[src/common/pwr_ctrl_consts.vh]
// Register offsets, field positions, reset values and timing counts
`ifndef PWR_CTRL_CONSTS_VH
`define PWR_CTRL_CONSTS_VH
`define NUM_GPIO        21
`define OFS_MODE_CTRL   8'h00
`define OFS_DOMAIN_CTRL 8'h04
`define OFS_CMP_CFG     8'h08
`define OFS_STATUS      8'h0C
`define OFS_WAKE_PEND   8'h10
`define OFS_GPIO_WEN    8'h14
`define OFS_GPIO_EDGE   8'h18
`define OFS_TMR0_CNT    8'h1C
`define OFS_TMR0_CMP    8'h20
`define OFS_TMR1_CNT    8'h24
`define OFS_TMR1_CMP    8'h28
`define MODE_DOZE_BIT   0
`define MODE_SLEEP_BIT  1
`define MODE_DEEP_BIT   2
`define DOM_ANA_BIT     0
`define DOM_RAM_BIT     1
`define DOM_TMR0_BIT    2
`define DOM_TMR1_BIT    3
`define DOM_OSC_BIT     4
`define DOMAIN_RESET    32'h0000001F
`define CMP_CFG_RESET   32'h00000000
`define PEND_TMR0_BIT   0
`define PEND_TMR1_BIT   1
`define PEND_CMP0_BIT   2
`define PEND_CMP1_BIT   3
`define PEND_GPIO_BIT   4
`define NEG_SRC_VREF    2'h0
`define NEG_SRC_DAC     2'h1
`define NEG_SRC_PIN     2'h2
`define OSC_SETTLE_US   1000
`define OSC_SETTLE_CYC  ((`OSC_SETTLE_US * 10) / 1)
`define CPU_PWR_US      10
`define CPU_PWR_CYC     ((`CPU_PWR_US * 10) / 1)
`endif

[src/hw/gpio_wake_detect.v]
// Per-pin edge detection for GPIO wakeup
`timescale 1ns/1ps
`default_nettype none
module gpio_wake_detect
(
    input  wire        sys_clk,
    input  wire        rst,
    input  wire [20:0] pinIn,
    input  wire [20:0] wakeEn,
    input  wire [20:0] riseSel,
    output wire [20:0] edgeHit
);
    reg  [20:0] prev_ff;
    genvar i;
    generate
        for (i = 0; i < 21; i = i + 1)
        begin : g_pin
            // Raw pin level, independent of alternate function
            assign edgeHit[i] = wakeEn[i] &&
                (riseSel[i] ? (pinIn[i] && !prev_ff[i]) : (!pinIn[i] && prev_ff[i]));
        end
    endgenerate
    always @(posedge sys_clk or posedge rst)
    begin
        if (rst)
            prev_ff <= 21'h000000;
        else
            prev_ff <= pinIn;
    end
endmodule
`default_nettype wire

[src/hw/sleep_wakeup_power_control.v]
// Power mode, wakeup sequencing and comparator configuration controller
//
// Added by the designer: the register addresses and the Avalon-MM interface to the registers.
`timescale 1ns/1ps
`default_nettype none
`include "pwr_ctrl_consts.vh"
// Notes on behaviour
// - Shared hysteresis select, four levels
// - Per-comparator negative input source select
// - Comparator levels readable and interrupt capable
// - Comparator enable and low-power mode
// - Comparator wake enable and edge select
// - Sleep forces negative input to pins
// - Active, sleep and deep sleep modes
// - Always-on domain; timers, oscillator switchable
// - Digital domain off during sleep
// - Analogue domain off in sleep, switchable
// - RAM retention selectable before sleep
// - Radio power follows baseband requests
// - Doze stops CPU until interrupt
// - GPIO state held during sleep
// - DAC outputs high impedance in sleep
// - GPIO, timer, comparator events wake device
// - Pending wakeups cause immediate re-wake
// - Wake: oscillator, settle, power, release reset
// - Two 32-bit free-running wakeup counters
// - Per-pin wake edge enable and select
// - Wake detect works under alternate functions
// - Deep sleep exits only via GPIO reset
module sleep_wakeup_power_control
#(
    parameter OSC_SETTLE_CYCLES = `OSC_SETTLE_CYC
)
(
    input  wire        sys_clk,
    input  wire        rst,
    input  wire [7:0]  avsAddress,
    input  wire        avsRead,
    input  wire        avsWrite,
    input  wire [31:0] avsWriteData,
    input  wire [3:0]  avsByteEnable,
    output reg  [31:0] avsReadData,
    output wire        avsWaitRequest,
    input  wire        tick32k,
    input  wire        cpuIrq,
    input  wire        radioReq,
    input  wire        oscStable,
    input  wire        firstCmpOut,
    input  wire        secondCmpOut,
    input  wire [20:0] pinIn,
    input  wire [20:0] pinOutReq,
    input  wire [20:0] pinOeReq,
    input  wire [20:0] pinPullReq,
    output reg  [20:0] pinOut,
    output reg  [20:0] pinOe,
    output reg  [20:0] pinPull,
    output wire        cpuHalt,
    output wire        cpuResetN,
    output wire        digitalPwrEn,
    output wire        analogPwrEn,
    output wire        ramPwrEn,
    output wire        radioPwrEn,
    output wire        osc16mEn,
    output wire        osc32kEn,
    output wire        dacHighZ,
    output wire        chipResetReq,
    output wire [1:0]  hystSel,
    output wire [1:0]  firstCmpNegSel,
    output wire [1:0]  secondCmpNegSel,
    output wire [1:0]  cmpEnable,
    output wire [1:0]  cmpLowPower,
    output wire        cmpIrq
);
    // ==========================================================
    // State encoding
    localparam ST_ACTIVE = 3'h0;
    localparam ST_DOZE   = 3'h1;
    localparam ST_SLEEP  = 3'h2;
    localparam ST_DEEP   = 3'h3;
    localparam ST_OSC    = 3'h4;
    localparam ST_PWR    = 3'h5;
    localparam ST_RESET  = 3'h6;

    reg  [2:0]  state_ff;
    reg  [2:0]  nxt_state;
    reg  [31:0] domain_ff;
    reg  [31:0] cmpCfg_ff;
    reg  [4:0]  pend_ff;
    reg  [4:0]  nxt_pend;
    reg         wakeRst_ff;
    reg         nxt_wakeRst;
    reg  [20:0] gpioWen_ff;
    reg  [20:0] gpioEdge_ff;
    reg  [31:0] tmr0Cmp_ff;
    reg  [31:0] tmr1Cmp_ff;
    reg  [31:0] wait_ff;
    reg  [31:0] nxt_wait;
    reg  [1:0]  cmpPrev_ff;
    reg         modeWr;
    reg         chipRst_ff;
    reg         rdDone_ff;
    wire [31:0] tmr0Count;
    wire [31:0] tmr1Count;
    wire        tmr0Fire;
    wire        tmr1Fire;
    wire [20:0] gpioHit;
    wire [1:0]  cmpLevel;
    wire [1:0]  cmpHit;
    wire [4:0]  events;
    wire        wrHit;
    wire        inSleep;

    // ==========================================================
    // Bus slave, one wait state on reads so registered data stands at accept
    assign avsWaitRequest = avsRead && !rdDone_ff;
    assign wrHit = avsWrite;

    // ==========================================================
    // Wakeup timers
    wake_timer u_tmr0
    (
        .sys_clk (sys_clk),
        .rst     (rst),
        .tick32k (tick32k && domain_ff[`DOM_OSC_BIT]),
        .runEn   (domain_ff[`DOM_TMR0_BIT]),
        .loadEn  (wrHit && avsAddress == `OFS_TMR0_CNT),
        .loadVal (avsWriteData),
        .cmpVal  (tmr0Cmp_ff),
        .count_ff(tmr0Count),
        .fire_ff (tmr0Fire)
    );
    wake_timer u_tmr1
    (
        .sys_clk (sys_clk),
        .rst     (rst),
        .tick32k (tick32k && domain_ff[`DOM_OSC_BIT]),
        .runEn   (domain_ff[`DOM_TMR1_BIT]),
        .loadEn  (wrHit && avsAddress == `OFS_TMR1_CNT),
        .loadVal (avsWriteData),
        .cmpVal  (tmr1Cmp_ff),
        .count_ff(tmr1Count),
        .fire_ff (tmr1Fire)
    );

    // ==========================================================
    // GPIO wakeup detection
    gpio_wake_detect u_gpio
    (
        .sys_clk (sys_clk),
        .rst     (rst),
        .pinIn   (pinIn),
        .wakeEn  (gpioWen_ff),
        .riseSel (gpioEdge_ff),
        .edgeHit (gpioHit)
    );

    // ==========================================================
    // Comparator configuration
    // cfg[1:0] hyst, [3:2] neg0, [5:4] neg1, [7:6] en, [9:8] lowpwr,
    // [11:10] wake en, [13:12] wake rising edge
    assign inSleep = (state_ff == ST_SLEEP);
    assign hystSel = cmpCfg_ff[1:0];
    assign firstCmpNegSel  = inSleep ? `NEG_SRC_PIN : cmpCfg_ff[3:2];
    assign secondCmpNegSel = inSleep ? `NEG_SRC_PIN : cmpCfg_ff[5:4];
    assign cmpEnable   = cmpCfg_ff[7:6];
    assign cmpLowPower = cmpCfg_ff[9:8];
    assign cmpLevel = {secondCmpOut, firstCmpOut} & cmpEnable;
    genvar c;
    generate
        for (c = 0; c < 2; c = c + 1)
        begin : g_cmp
            assign cmpHit[c] = cmpCfg_ff[10 + c] &&
                (cmpCfg_ff[12 + c] ? (cmpLevel[c] && !cmpPrev_ff[c])
                                   : (!cmpLevel[c] && cmpPrev_ff[c]));
        end
    endgenerate
    assign cmpIrq = |(pend_ff[3:2]);

    // ==========================================================
    // Wake event collection
    assign events = {|gpioHit, cmpHit, tmr1Fire, tmr0Fire};
    always @*
    begin
        nxt_pend = pend_ff;
        if (wrHit && avsAddress == `OFS_WAKE_PEND)
            nxt_pend = pend_ff & ~avsWriteData[4:0];
        nxt_pend = nxt_pend | events; // Set wins over clear
    end

    // ==========================================================
    // Power mode sequencer
    always @*
    begin
        modeWr = wrHit && avsAddress == `OFS_MODE_CTRL && avsByteEnable[0];
        nxt_state = state_ff;
        nxt_wait  = wait_ff;
        nxt_wakeRst = wakeRst_ff;
        if (wrHit && avsAddress == `OFS_STATUS && avsWriteData[0])
            nxt_wakeRst = 1'b0;
        case (state_ff)
            ST_ACTIVE:
            begin
                if (modeWr && avsWriteData[`MODE_DEEP_BIT])
                    nxt_state = ST_DEEP;
                else if (modeWr && avsWriteData[`MODE_SLEEP_BIT])
                    nxt_state = ST_SLEEP;
                else if (modeWr && avsWriteData[`MODE_DOZE_BIT])
                    nxt_state = ST_DOZE;
            end
            ST_DOZE:
                if (cpuIrq)
                    nxt_state = ST_ACTIVE;
            ST_SLEEP:
                if (|pend_ff)
                begin
                    nxt_state = ST_OSC; // Pending wake exits at once
                    nxt_wait  = 32'h00000000;
                end
            ST_DEEP:
                if (|gpioHit)
                    nxt_state = ST_RESET;
            ST_OSC:
                if (oscStable && wait_ff >= OSC_SETTLE_CYCLES)
                begin
                    nxt_state = ST_PWR;
                    nxt_wait  = 32'h00000000;
                end
                else
                    nxt_wait = wait_ff + 32'h00000001;
            ST_PWR:
                if (wait_ff >= `CPU_PWR_CYC)
                begin
                    nxt_state = ST_ACTIVE;
                    nxt_wakeRst = 1'b1;
                end
                else
                    nxt_wait = wait_ff + 32'h00000001;
            ST_RESET:
                nxt_state = ST_RESET;
            default:
                nxt_state = ST_ACTIVE;
        endcase
    end

    // Domain and clock controls per mode
    assign cpuHalt      = (state_ff != ST_ACTIVE);
    assign digitalPwrEn = (state_ff == ST_ACTIVE) || (state_ff == ST_DOZE) ||
                          (state_ff == ST_PWR);
    assign cpuResetN    = (state_ff == ST_ACTIVE) || (state_ff == ST_DOZE);
    assign analogPwrEn  = digitalPwrEn && (state_ff != ST_PWR) &&
                          domain_ff[`DOM_ANA_BIT];
    assign ramPwrEn     = digitalPwrEn || (state_ff == ST_OSC) ||
                          (inSleep && domain_ff[`DOM_RAM_BIT]);
    assign radioPwrEn   = digitalPwrEn && radioReq;
    assign osc16mEn     = (state_ff != ST_SLEEP) && (state_ff != ST_DEEP);
    assign osc32kEn     = (state_ff != ST_DEEP) && (state_ff != ST_RESET) &&
                          domain_ff[`DOM_OSC_BIT];
    assign dacHighZ     = inSleep || (state_ff == ST_DEEP);
    assign chipResetReq = chipRst_ff;

    // ==========================================================
    // Registers
    always @(posedge sys_clk or posedge rst)
    begin
        if (rst)
        begin
            state_ff    <= ST_ACTIVE;
            domain_ff   <= `DOMAIN_RESET;
            cmpCfg_ff   <= `CMP_CFG_RESET;
            pend_ff     <= 5'h00;
            wakeRst_ff  <= 1'b0;
            gpioWen_ff  <= 21'h000000;
            gpioEdge_ff <= 21'h000000;
            tmr0Cmp_ff  <= 32'hFFFFFFFF;
            tmr1Cmp_ff  <= 32'hFFFFFFFF;
            wait_ff     <= 32'h00000000;
            cmpPrev_ff  <= 2'h0;
            chipRst_ff  <= 1'b0;
            pinOut      <= 21'h000000;
            pinOe       <= 21'h000000;
            pinPull     <= 21'h000000;
        end
        else
        begin
            state_ff   <= nxt_state;
            pend_ff    <= nxt_pend;
            wakeRst_ff <= nxt_wakeRst;
            wait_ff    <= nxt_wait;
            cmpPrev_ff <= cmpLevel;
            chipRst_ff <= (nxt_state == ST_RESET);
            if (!dacHighZ)
            begin
                pinOut  <= pinOutReq; // Frozen in sleep
                pinOe   <= pinOeReq;
                pinPull <= pinPullReq;
            end
            if (wrHit && avsAddress == `OFS_DOMAIN_CTRL)
                domain_ff <= avsWriteData & `DOMAIN_RESET;
            if (wrHit && avsAddress == `OFS_CMP_CFG)
                cmpCfg_ff <= {18'h00000, avsWriteData[13:0]};
            if (wrHit && avsAddress == `OFS_GPIO_WEN)
                gpioWen_ff <= avsWriteData[20:0];
            if (wrHit && avsAddress == `OFS_GPIO_EDGE)
                gpioEdge_ff <= avsWriteData[20:0];
            if (wrHit && avsAddress == `OFS_TMR0_CMP)
                tmr0Cmp_ff <= avsWriteData;
            if (wrHit && avsAddress == `OFS_TMR1_CMP)
                tmr1Cmp_ff <= avsWriteData;
        end
    end

    // ==========================================================
    // Read data
    always @(posedge sys_clk or posedge rst)
    begin
        if (rst)
            avsReadData <= 32'h00000000;
        else if (avsRead && !rdDone_ff)
        begin
            case (avsAddress)
                `OFS_MODE_CTRL:   avsReadData <= {29'h00000000, state_ff};
                `OFS_DOMAIN_CTRL: avsReadData <= domain_ff;
                `OFS_CMP_CFG:     avsReadData <= cmpCfg_ff;
                `OFS_STATUS:      avsReadData <= {29'h00000000, cmpLevel, wakeRst_ff};
                `OFS_WAKE_PEND:   avsReadData <= {27'h0000000, pend_ff};
                `OFS_GPIO_WEN:    avsReadData <= {11'h000, gpioWen_ff};
                `OFS_GPIO_EDGE:   avsReadData <= {11'h000, gpioEdge_ff};
                `OFS_TMR0_CNT:    avsReadData <= tmr0Count;
                `OFS_TMR0_CMP:    avsReadData <= tmr0Cmp_ff;
                `OFS_TMR1_CNT:    avsReadData <= tmr1Count;
                `OFS_TMR1_CMP:    avsReadData <= tmr1Cmp_ff;
                default:          avsReadData <= 32'h00000000;
            endcase
        end
    end

    always @(posedge sys_clk or posedge rst)
    begin
        if (rst)
            rdDone_ff <= 1'b0;
        else
            rdDone_ff <= avsRead && !rdDone_ff;
    end
endmodule
`default_nettype wire

[src/hw/wake_timer.v]
// One 32-bit free-running wakeup counter with compare event
`timescale 1ns/1ps
`default_nettype none
module wake_timer
(
    input  wire        sys_clk,
    input  wire        rst,
    input  wire        tick32k,
    input  wire        runEn,
    input  wire        loadEn,
    input  wire [31:0] loadVal,
    input  wire [31:0] cmpVal,
    output reg  [31:0] count_ff,
    output reg         fire_ff
);
    reg [31:0] nxt_count;
    always @*
    begin
        nxt_count = count_ff;
        if (loadEn)
            nxt_count = loadVal;
        else if (runEn && tick32k)
            nxt_count = count_ff + 32'h00000001; // Keeps counting after firing
    end
    always @(posedge sys_clk or posedge rst)
    begin
        if (rst)
        begin
            count_ff <= 32'h00000000;
            fire_ff  <= 1'b0;
        end
        else
        begin
            count_ff <= nxt_count;
            fire_ff  <= runEn && tick32k && !loadEn && (nxt_count == cmpVal);
        end
    end
endmodule
`default_nettype wire
[config.mk]
export PLATFORM = sky130hd
export DESIGN_NAME = sleep_wakeup_power_control
export DESIGN_NICKNAME = d
export VERILOG_FILES = /design/src/hw/gpio_wake_detect.v /design/src/hw/sleep_wakeup_power_control.v /design/src/hw/wake_timer.v
export VERILOG_INCLUDE_DIRS = /design/src /design/src/common
export SDC_FILE = /design/constraint.sdc
export NUM_CORES = 1
export LEC_CHECK = 0
export ABC_CLOCK_PERIOD_IN_PS = 10550
export BUFFER_PORTS_ARGS = -buffer_cell sky130_fd_sc_hd__clkbuf_2
export CAP_MARGIN = 20
export CORE_MARGIN = 1
export CORE_UTILIZATION = 44
export CTS_BUF_LIST = sky130_fd_sc_hd__clkbuf_8 sky130_fd_sc_hd__clkbuf_16
export DETAILED_ROUTE_END_ITERATION = 7
export PLACE_DENSITY_LB_ADDON = 0.1
export SLEW_MARGIN = 20
export SYNTH_ARGS = -nofsm -noshare
export SYNTH_HDL_FRONTEND = slang
export SYNTH_SLANG_ARGS = --single-unit
[constraint.sdc]
create_clock -name sys_clk -period 10.55 [get_ports sys_clk]
set_input_delay 0 -clock sys_clk [delete_from_list [all_inputs] [get_ports sys_clk]]
set_output_delay 0 -clock sys_clk [all_outputs]
set_load 0.02 [all_outputs]
# After elaboration in Yosys (flattened, before gate mapping)

Cells that the tools add are included.

Flip-flop bits (word level): 352
Bits in latches: 0
Memory bits (writable): 0
ROM bits: 0
Bits of input ports: 138
Output and inout bits: 117
Word-level logic and storage cells: 266
Memories kept: 0

Add/sub/neg operators: 3
Multiply operators: 0
Div/mod/pow operators: 0
Order comparisons: 2
Equal/unequal tests: 25
Shifts and indexed selects: 0
Mux-type cells: 47
Bitwise logic cells: 4
Reduce and logical (&&, ||, !) cells: 163

Operators with widths:

| cell                    | number |
|---|---|
| $pmux W32 S11           | 1 |
| $mux W32                | 7 |
| $logic_and A1 B1 Y1     | 101 |
| $add A32 B1 Y32 const B | 3 |
| $pmux W32 S3            | 1 |
| $eq A32 B32 Y1          | 2 |
| $logic_not A1 Y1        | 49 |
| $eq A8 B5 Y1 const B    | 4 |
| $ge A32 B14 Y1 const B  | 1 |
| $ge A32 B7 Y1 const B   | 1 |
| $mux W1                 | 26 |
| $eq A8 B6 Y1 const B    | 3 |
| $mux W3                 | 8 |
| $pmux W3 S7             | 1 |
| $reduce_or A21 Y1       | 1 |
| $eq A8 B4 Y1 const B    | 2 |
| $eq A3 B3 Y1 const B    | 4 |
| $eq A8 B3 Y1 const B    | 1 |
| $logic_not A8 Y1        | 1 |
| $eq A3 B2 Y1 const B    | 2 |
| $ne A3 B2 Y1 const B    | 2 |
| $ne A3 B3 Y1 const B    | 2 |
| $reduce_bool A3 Y1      | 2 |
| $and A5 B5 Y5           | 1 |
| 13 further kinds        | 18 |

# Logic depth before layout (Yosys ltp)

Gate-level depths: netlist (run 1).

Depth in word-level cells: 9
Mapped depth: 11
Mapped depth without buffers: 9

# Modules after synthesis

Synthesis (run 1) repeated with hierarchy kept, for this count alone.

Cell total of the unflattened synthesis: 1763
Area, all modules: 19014.5 um^2

By module, submodules not included:

| module                     | instances | cells an instance | area each (um^2) | sequential area each (um^2) |
|---|---|---|---|---|
| sleep_wakeup_power_control | 1         | 1042              | 12533.3          | 6717.7 |
| wake_timer                 | 2         | 318               | 2726.4           | 825.8 |
| gpio_wake_detect           | 1         | 85                | 1028.5           | 525.5 |

# Worst setup path after synthesis (run 1)

No wires, ideal clock.

Path kind: reg2reg
Start point: reg domain_ff[4]
End point: reg u_tmr0.fire_ff
Setup time: 0.111 ns
Data arrival time: 3.039 ns
Data required time: 10.439 ns
Slack: 7.399 ns
Stages on the path, launching flop included: 11
Buffers on the path: 2
Clock period less this slack: 3.151 ns
Cell sequence: dfstp_2 -> buf_4 -> nand3_2 -> buf_6 -> or4_4 -> or4_1 -> a31oi_1 -> xor2_1 -> a221o_1 -> or4_1 -> a2111oi_2

Cells in the longest elaborated chain, start to end: 6

RTL lines:

| what                     | RTL line                         | source |
|---|---|---|
| start: declaration       | sleep_wakeup_power_control.v:86  | `reg [31:0] domain_ff;` |
| start signal: assignment | sleep_wakeup_power_control.v:268 | `` domain_ff <= `DOMAIN_RESET; `` |
| start signal: assignment | sleep_wakeup_power_control.v:298 | `` domain_ff <= avsWriteData & `DOMAIN_RESET; `` |
| $logic_and A1 B1 Y1      | sleep_wakeup_power_control.v:124 | `` .tick32k (tick32k && domain_ff[`DOM_OSC_BIT]), `` |
| $logic_and A1 B1 Y1      | wake_timer.v:22                  | `else if (runEn && tick32k)` |
| $mux W32                 | wake_timer.v:22                  |  |
| $mux W32                 | wake_timer.v:20                  | `if (loadEn)` |
| via u_tmr0.nxt_count[29] | wake_timer.v:16                  | `reg [31:0] nxt_count;` |
| $eq A32 B32 Y1           | wake_timer.v:35                  | `fire_ff <= runEn && tick32k && !loadEn && (nxt_count == cmpVal);` |
| $logic_and A1 B1 Y1      | wake_timer.v:35                  |  |
| end signal: assignment   | wake_timer.v:35                  |  |
| end: declaration         | wake_timer.v:14                  | `output reg fire_ff` |

The timed path passes the listed nets, and every way through them passes these cells.
A chain may end at the register's enable or synchronous reset.

# Worst setup path in the final report (run 1)

Start point: reg domain_ff[4]
End point: reg u_tmr1.fire_ff

Cells in the longest elaborated chain, start to end: 6

RTL lines:

| what                    | RTL line                         | source |
|---|---|---|
| $logic_and A1 B1 Y1 (*) | sleep_wakeup_power_control.v:136 | `` .tick32k (tick32k && domain_ff[`DOM_OSC_BIT]), `` |
| $logic_and A1 B1 Y1 (*) | wake_timer.v:22, wake_timer.v:35 |  |
| $mux W32                | wake_timer.v:22                  |  |
| $mux W32                | wake_timer.v:20                  |  |
| $eq A32 B32 Y1          | wake_timer.v:35                  |  |
| $logic_and A1 B1 Y1 (*) | wake_timer.v:35                  |  |
| end signal: assignment  | wake_timer.v:35                  |  |
| end: declaration        | wake_timer.v:14                  |  |

Every way passes the cells marked *; elsewhere a longest branch is shown, timed or not.

==> flow_summary.ini, run 1 <==
[critical_path]
r2r_cells = 8
path_max_fanout = 14
critPathKind = reg2reg
r2r-end = u_tmr1.fire_ff
crit_path_end_kind = flop
cp.arrival_ns = 4.69
r2r_setup_slack_ns = 6.24
r2r_start = domain_ff[4]
start_kind = flop
critPathRequiredTime_ns = 10.93

[sta]
whs_ns = 0.0307
layout_setup_ws_ns = 6.24
rsz0062_at_grt = false
tns_ns = 0
finalMaxSlewViolations = 0
period_share_pct = 40.8
fin_worst_skew_ns = 0.0139
fin_crit_ns = 4.31
fmax_mhz = 232
hold_violations = 0
tightest_slew_ns = 1.14
setup_viol = 0
relSlewSlack_pct = 23.6

[grt]
grt_pass1_vias = 15208
grt_util_all_layers_pct = 29.4
grt_pass1_wl_mm = 91.7
grt_max_degree = 162
gr-total-overflow = 0
antenna_found_initial = 1

[synthesis]
yosys.area.top_type = dfrtp_1
async_reset_ff_share_pct = 100
synth_top_area_share_pct = 39.8
synth-edff-count = 0
yosys.cell_types.count = 77
syn_nets = 1935
ys_top_cells_by_area = dfrtp_1 40%, dfstp_2 10%, mux2_2 7.7%
syn_avg_cell_area_um2 = 9.93
ys_seq_area_share_pct = 50.0
synth_ff_type = dfrtp_1
netlist_area_um2 = 17800
ys_warn_count = 0
synth_seq_cells = 352
synthCells = 1793

[power]
swShare_pct = 27.7
combPwrFrac_pct = 13.1
power.total_w = 0.00340
power_frac_seq_pct = 45.3
p_leak_nw = 10.1
pwr-share-clk_pct = 41.6
vdd_drop_max_v = 0.000122
powerDensity_nw_per_um2 = 154
p_sw_w = 0.000942
p_int_w = 0.00246

[clocking]
cts_tree = done
htree_levels = 2
cts_hold_buf = 123
cts_resized = 0
post-cts-setup-buffers = 0
path_clk_slew_ns = 0.06
clockBufferDepth = 3
clock-sinks = 352
root_buffer = clkbuf_16
cts_buffers = 40
clkLatencyLatePin_ns = 0.56

[die]
die-area_um2 = 41300
die_w_um = 203
die_h_um = 203
io_pins = 255
initial_core_util_pct = 44.7
design.core.area_um2 = 39800
num_rows = 73

[layout]
drive_above_1_share_pct = 25.6
synthToLayoutAreaGrowth_pct = 23.8
final_nets = 2257
num-fill-cells = 3519

[route]
drc = 0
antenna_left = 0
drt_iter0_markers = 1523
wirelength_mm = 60.9
wl_per_cell_um = 22.8
vias = 15437
first_pass_iters = 6
viasPerCell = 5.77

[placement]
place.gp.congestion = 0.904
pre_cts_slack_ns = 6.36
hpwl_mm = 42.6
port_buffers = 251

[min_path]
holdPathStages = 3
holdCritStartpoint = avsWrite
hp-class = in2reg
hold_end = pend_ff[1]

[run_status]
status = finished clean

[flow_run]
drv_cap = 0
==> stage by stage <==
step           cells  cell area [um2]  utilization [%]
2_1_floorplan   1793            17800                -
3_3_place_gp    2475            19500             48.9
3_5_place_dp    2475            19500             48.9
4_1_cts         2672            22000             55.3
5_1_grt         2672            22000             55.3
6_report        2674            22000             55.3
==> kinds of logic after synthesis <==
kind of cell	synth area share, %
and+or+nand+nor	19.3
DFF	50.0
AOI/OAI and AO/OA	13.1
buffers and inverters	3.26
muxes	7.94
xor gates and xnor gates	6.18
adders and majority gates	0.281
==> layout by cell type, fill, tap and decap left out, drive strengths merged, types with 4 or more instances in the layout <==
cell type,Yosys,layout
a21o,7,7
a21oi,40,40
a221oi,8,8
a222oi,29,29
a22o,39,39
a22oi,56,56
a31oi,11,11
and2,10,10
and3,26,26
and4,7,7
buf,31,19
clkbuf,82,300
clkinv,1,6
dfrtp,283,283
dfstp,69,69
dlygate4sd3,0,123
ha,4,4
inv,30,47
mux2,121,121
mux2i,5,5
nand2,323,323
nand2b,33,33
nand3,75,75
nand3b,5,5
nand4,41,41
nor2,100,100
nor2b,4,4
nor3,26,26
nor3b,7,7
nor4,32,32
o21ai,60,60
o221ai,4,4
o22ai,23,23
o31ai,8,8
or3,11,11
or4,9,9
xnor2,60,60
xor2,63,63
==> synth_stat cells (4+ instances only) <==
library cell and n:
a21o_1 7, a21oi_1 40, a221oi_1 8, a222oi_1 29, a22o_1 39, a22oi_1 56
a31oi_1 11, and2_1 10, and3_1 26, and4_1 7, buf_1 19, buf_2 4
buf_4 7, clkbuf_1 81, dfrtp_1 283, dfstp_2 69, ha_1 4, inv_1 30
mux2_2 121, mux2i_1 5, nand2_1 323, nand2b_1 33, nand3_1 74, nand3b_1 5
nand4_1 41, nor2_1 100, nor2b_1 4, nor3_1 26, nor3b_1 7, nor4_1 28
o21ai_0 60, o221ai_1 4, o22ai_1 23, o31ai_1 8, or3_1 11, or4_1 8
xnor2_1 60, xor2_1 63
==> final cells by class <==
cell class / count / area (um2) / share of cell area (%)
Antenna cell: 2 / 5.00 / 0.0227
Inverter: 31 / 124 / 0.562
Clock buffer: 49 / 1140 / 5.16
Tap cell: 525 / 657 / 2.98
Clock inverter: 25 / 203 / 0.920
Sequential cell: 352 / 8890 / 40.4
Multi-Input combinational cell: 1297 / 8380 / 38.0
Timing Repair Buffer: 393 / 2640 / 12.0
==> metal layers <==
metal	part of all wire [%]	global-route usage (%)
met2	47	47.9
met3	7.2	5.91
met1	43	39.0
met4	3.0	9.99
met5	0	0
==> critical path, stage by stage, from the launching register on <==
cell	delay, ns
dfstp_2	0.70
nand3_1	0.46
nor3_1	0.73
nand4_1	0.28
and3b_1	0.30
a2111o_1	0.45
nor4_1	0.33
a41oi_1	0.18
nor4_1	0.68
==> state kept, by name, indices dropped and copies added, names as in the netlist, 14 cells and up <==
signal / flops
tmr0Cmp_ff: 32
avsReadData: 32
pinOut: 21
u_tmr0.count_ff: 32
u_tmr1.count_ff: 32
pinPull: 21
pinOe: 21
wait_ff: 32
cmpCfg_ff: 14
tmr1Cmp_ff: 32
gpioEdge_ff: 21
u_gpio.prev_ff: 21
gpioWen_ff: 21
==> power groups by stage <==
stage	Clock [W]	Sequential, W	Combinational [W]
after floorplan	0	0.00153	0.000268
after global placement	0	0.00155	0.000400
after detailed placement	0	0.00156	0.000407
after CTS	0.00144	0.00153	0.000446
after global routing	0.00149	0.00155	0.000488
final	0.00141	0.00154	0.000446
==> worst max path at each step <==
stage / start / slack, ns / cells past startpoint / endpoint
final: domain_ff[4] / 6.24 / 8 / u_tmr1.fire_ff
after detailed placement: domain_ff[4] / 6.36 / 8 / u_tmr1.fire_ff
after global routing: domain_ff[4] / 6.06 / 8 / u_tmr1.fire_ff
after floorplan: rst / 0.90 / 1 / avsReadData[0]
after global placement: domain_ff[4] / 6.38 / 8 / u_tmr1.fire_ff
after CTS: domain_ff[4] / 6.35 / 8 / u_tmr1.fire_ff
Note: power is estimated with default switching activity, not from simulation.
==> run 2: changes to the inputs <==
--- a/config.mk
+++ b/config.mk
@@ -6,7 +6,7 @@
 export SDC_FILE = /design/constraint.sdc
 export NUM_CORES = 1
 export LEC_CHECK = 0
-export ABC_CLOCK_PERIOD_IN_PS = 10550
+export ABC_CLOCK_PERIOD_IN_PS = 4300
 export BUFFER_PORTS_ARGS = -buffer_cell sky130_fd_sc_hd__clkbuf_2
 export CAP_MARGIN = 20
 export CORE_MARGIN = 1
==> constraint.sdc (replaced) <==
create_clock -name sys_clk -period 4.3 [get_ports sys_clk]
set_input_delay 0 -clock sys_clk [delete_from_list [all_inputs] [get_ports sys_clk]]
set_output_delay 0 -clock sys_clk [all_outputs]
set_load 0.02 [all_outputs]
==> run 2 against run 1 <==
Compared with the run above: core utilization is essentially flat; die area is the same; via count grew 0.82%; sequential power grew 150%; wire length grew 1.5%; critical path type unchanged; fmax grew 19%; combinational power grew 140%; critical path depth is the same; power grew 140%; first-iteration DRC count grew 2.4%.
==> flow_summary.ini, run 2 (same netlist as run 1, synthesis figures left out) <==
[layout]
num-fill-cells = 3570
multi_input_area_um2 = 8370
synthToLayoutAreaGrowth_pct = 23.8
final_common_cell = nand2_1
diodes = 0
drive_above_1_share_pct = 25.6
final_nets = 2267
seqCellArea_um2 = 8890
final_cell_count_no_fill = 2681
layout_common_cells = 322 x nand2_1, 283 x dfrtp_1, 251 x clkbuf_2

[critical_path]
start_kind = flop
cp.arrival_ns = 4.07
r2r_setup_slack_ns = 0.70
critical-path-max-stage-delay_ns = 0.93
critPathKind = reg2reg
critPathRequiredTime_ns = 4.76
worstPathCellList = nand3_1, nor4_1, nand4_1, a31oi_1, xor2_1, a2111oi_0, nand4_1, nor4_1
path_buf_inv = 0
path_max_fanout = 14
r2r-end = u_tmr1.fire_ff
crit_path_end_kind = flop
crit_family = simple AND/OR/NAND/NOR gates
r2r_start = domain_ff[4]
r2r_cells = 8
cp_slowest_cell = nor4_1

[placement]
place.gp.congestion = 0.909
dpl.cell_count = 2484
hpwl_mm = 44.0
port_buffers = 251

[clocking]
cts_buffers = 40
root_buffer = clkbuf_16
clock-sinks = 352
clkLatencyLatePin_ns = 0.57
htree_levels = 2
post-cts-setup-buffers = 0
clockBufferDepth = 3
cts_tree = done
path_clk_slew_ns = 0.06

[die]
die_w_um = 203
die-area_um2 = 41300
design.core.area_um2 = 39800
io_pins = 255
num_rows = 73
initial_core_util_pct = 44.7
die_h_um = 203

[sta]
rsz0062_at_grt = false
fin_worst_skew_ns = 0.0208
period_share_pct = 83.8
tightest_slew_ns = 1.01
tns_ns = 0
hold_violations = 0
whs_ns = 0.0325
finalMaxSlewViolations = 0
fin_crit_ns = 3.60
relSlewSlack_pct = 32.8
setup_viol = 0
fmax_mhz = 277

[route]
viasPerCell = 5.80
drc = 0
wl_per_cell_um = 23.1
wirelength_mm = 61.9
antenna_left = 0
drt_iter0_markers = 1560
vias = 15563
first_pass_iters = 6

[grt]
antenna_found_initial = 1
grt_max_degree = 162
grt_pass1_wl_mm = 93.0
grt_util_all_layers_pct = 29.9
gr-total-overflow = 0
grt_pass1_vias = 15111

[min_path]
hold_end = u_tmr0.count_ff[2]
hp-class = in2reg
holdPathStages = 4
holdCritStartpoint = tick32k

[run_status]
status = finished clean

[flow_run]
drv_cap = 0

[power]
p_leak_nw = 10.2
powerDensity_nw_per_um2 = 370
vdd_drop_max_v = 0.000252
==> run 2: power by group <==
| part | leakage (nW) | internal, W | total, W | switching [W] |
|---|---|---|---|---|
| Combinational | 5.08 | 0.000453 | 0.00109 | 0.000641 |
| Clock | 0.689 | 0.00190 | 0.00328 | 0.00138 |
| Sequential | 4.40 | 0.00352 | 0.00378 | 0.000256 |
==> run 2: what timing repair did <==
item / in CTS / in global routing
setup endpoints to repair: 0 / 0
resized for setup: 0 / 0
hold buffers: 124 / 0
endpoints found under the hold margin: 573 / 0
==> run 2: per-stage QoR <==
stage / total power, W / utilization (%) / instance area (um2) / setup slack (ns)
final: 0.00816 / 55.3 / 22000 / 0.695
after global routing: 0.00848 / 55.3 / 22000 / 0.380
after CTS: 0.00821 / 55.3 / 22000 / 0.820
after detailed placement: 0.00482 / 49.1 / 19500 / 0.856
after global placement: 0.00480 / 49.0 / 19500 / 0.857
after floorplan: 0.00441 / - / 17800 / -0.358
==> run 2: how the worst max path moves through the flow <==
| stage | from | endpoint | depth (start not counted) |
|---|---|---|---|
| after floorplan | rst | avsReadData[0] | 1 |
| after global placement | domain_ff[4] | u_tmr1.fire_ff | 8 |
| after detailed placement | domain_ff[4] | u_tmr1.fire_ff | 8 |
| after CTS | domain_ff[4] | u_tmr1.fire_ff | 8 |
| after global routing | domain_ff[4] | u_tmr1.fire_ff | 8 |
| final | domain_ff[4] | u_tmr1.fire_ff | 8 |
==> run 2: layout make-up <==
cell class                 count  area share, %
multi-input combinational   1297           38.0
inverter                      31          0.545
clock inverter                22          0.454
sequential                   352           40.4
timing repair buffer         403           12.4
tap                          525           2.98
clock buffer                  51           5.28
==> run 2: worst register-to-register path, cell delays in order (launching register included) <==
cell	delay, ns
dfstp_2	0.65
nand3_1	0.49
nor4_1	0.93
nand4_1	0.19
a31oi_1	0.33
xor2_1	0.10
a2111oi_0	0.47
nand4_1	0.15
nor4_1	0.19
==> run 2: routing by layer <==
| layer | vias up | wire (um) | GRT usage (%) |
|---|---|---|---|
| li1 | 7102 | - | - |
| met1 | 7723 | 26800 | 41.0 |
| met2 | 633 | 28600 | 47.8 |
| met3 | 105 | 4570 | 5.27 |
| met4 | 0 | 1900 | 10.0 |
| met5 | - | 0 | 0 |
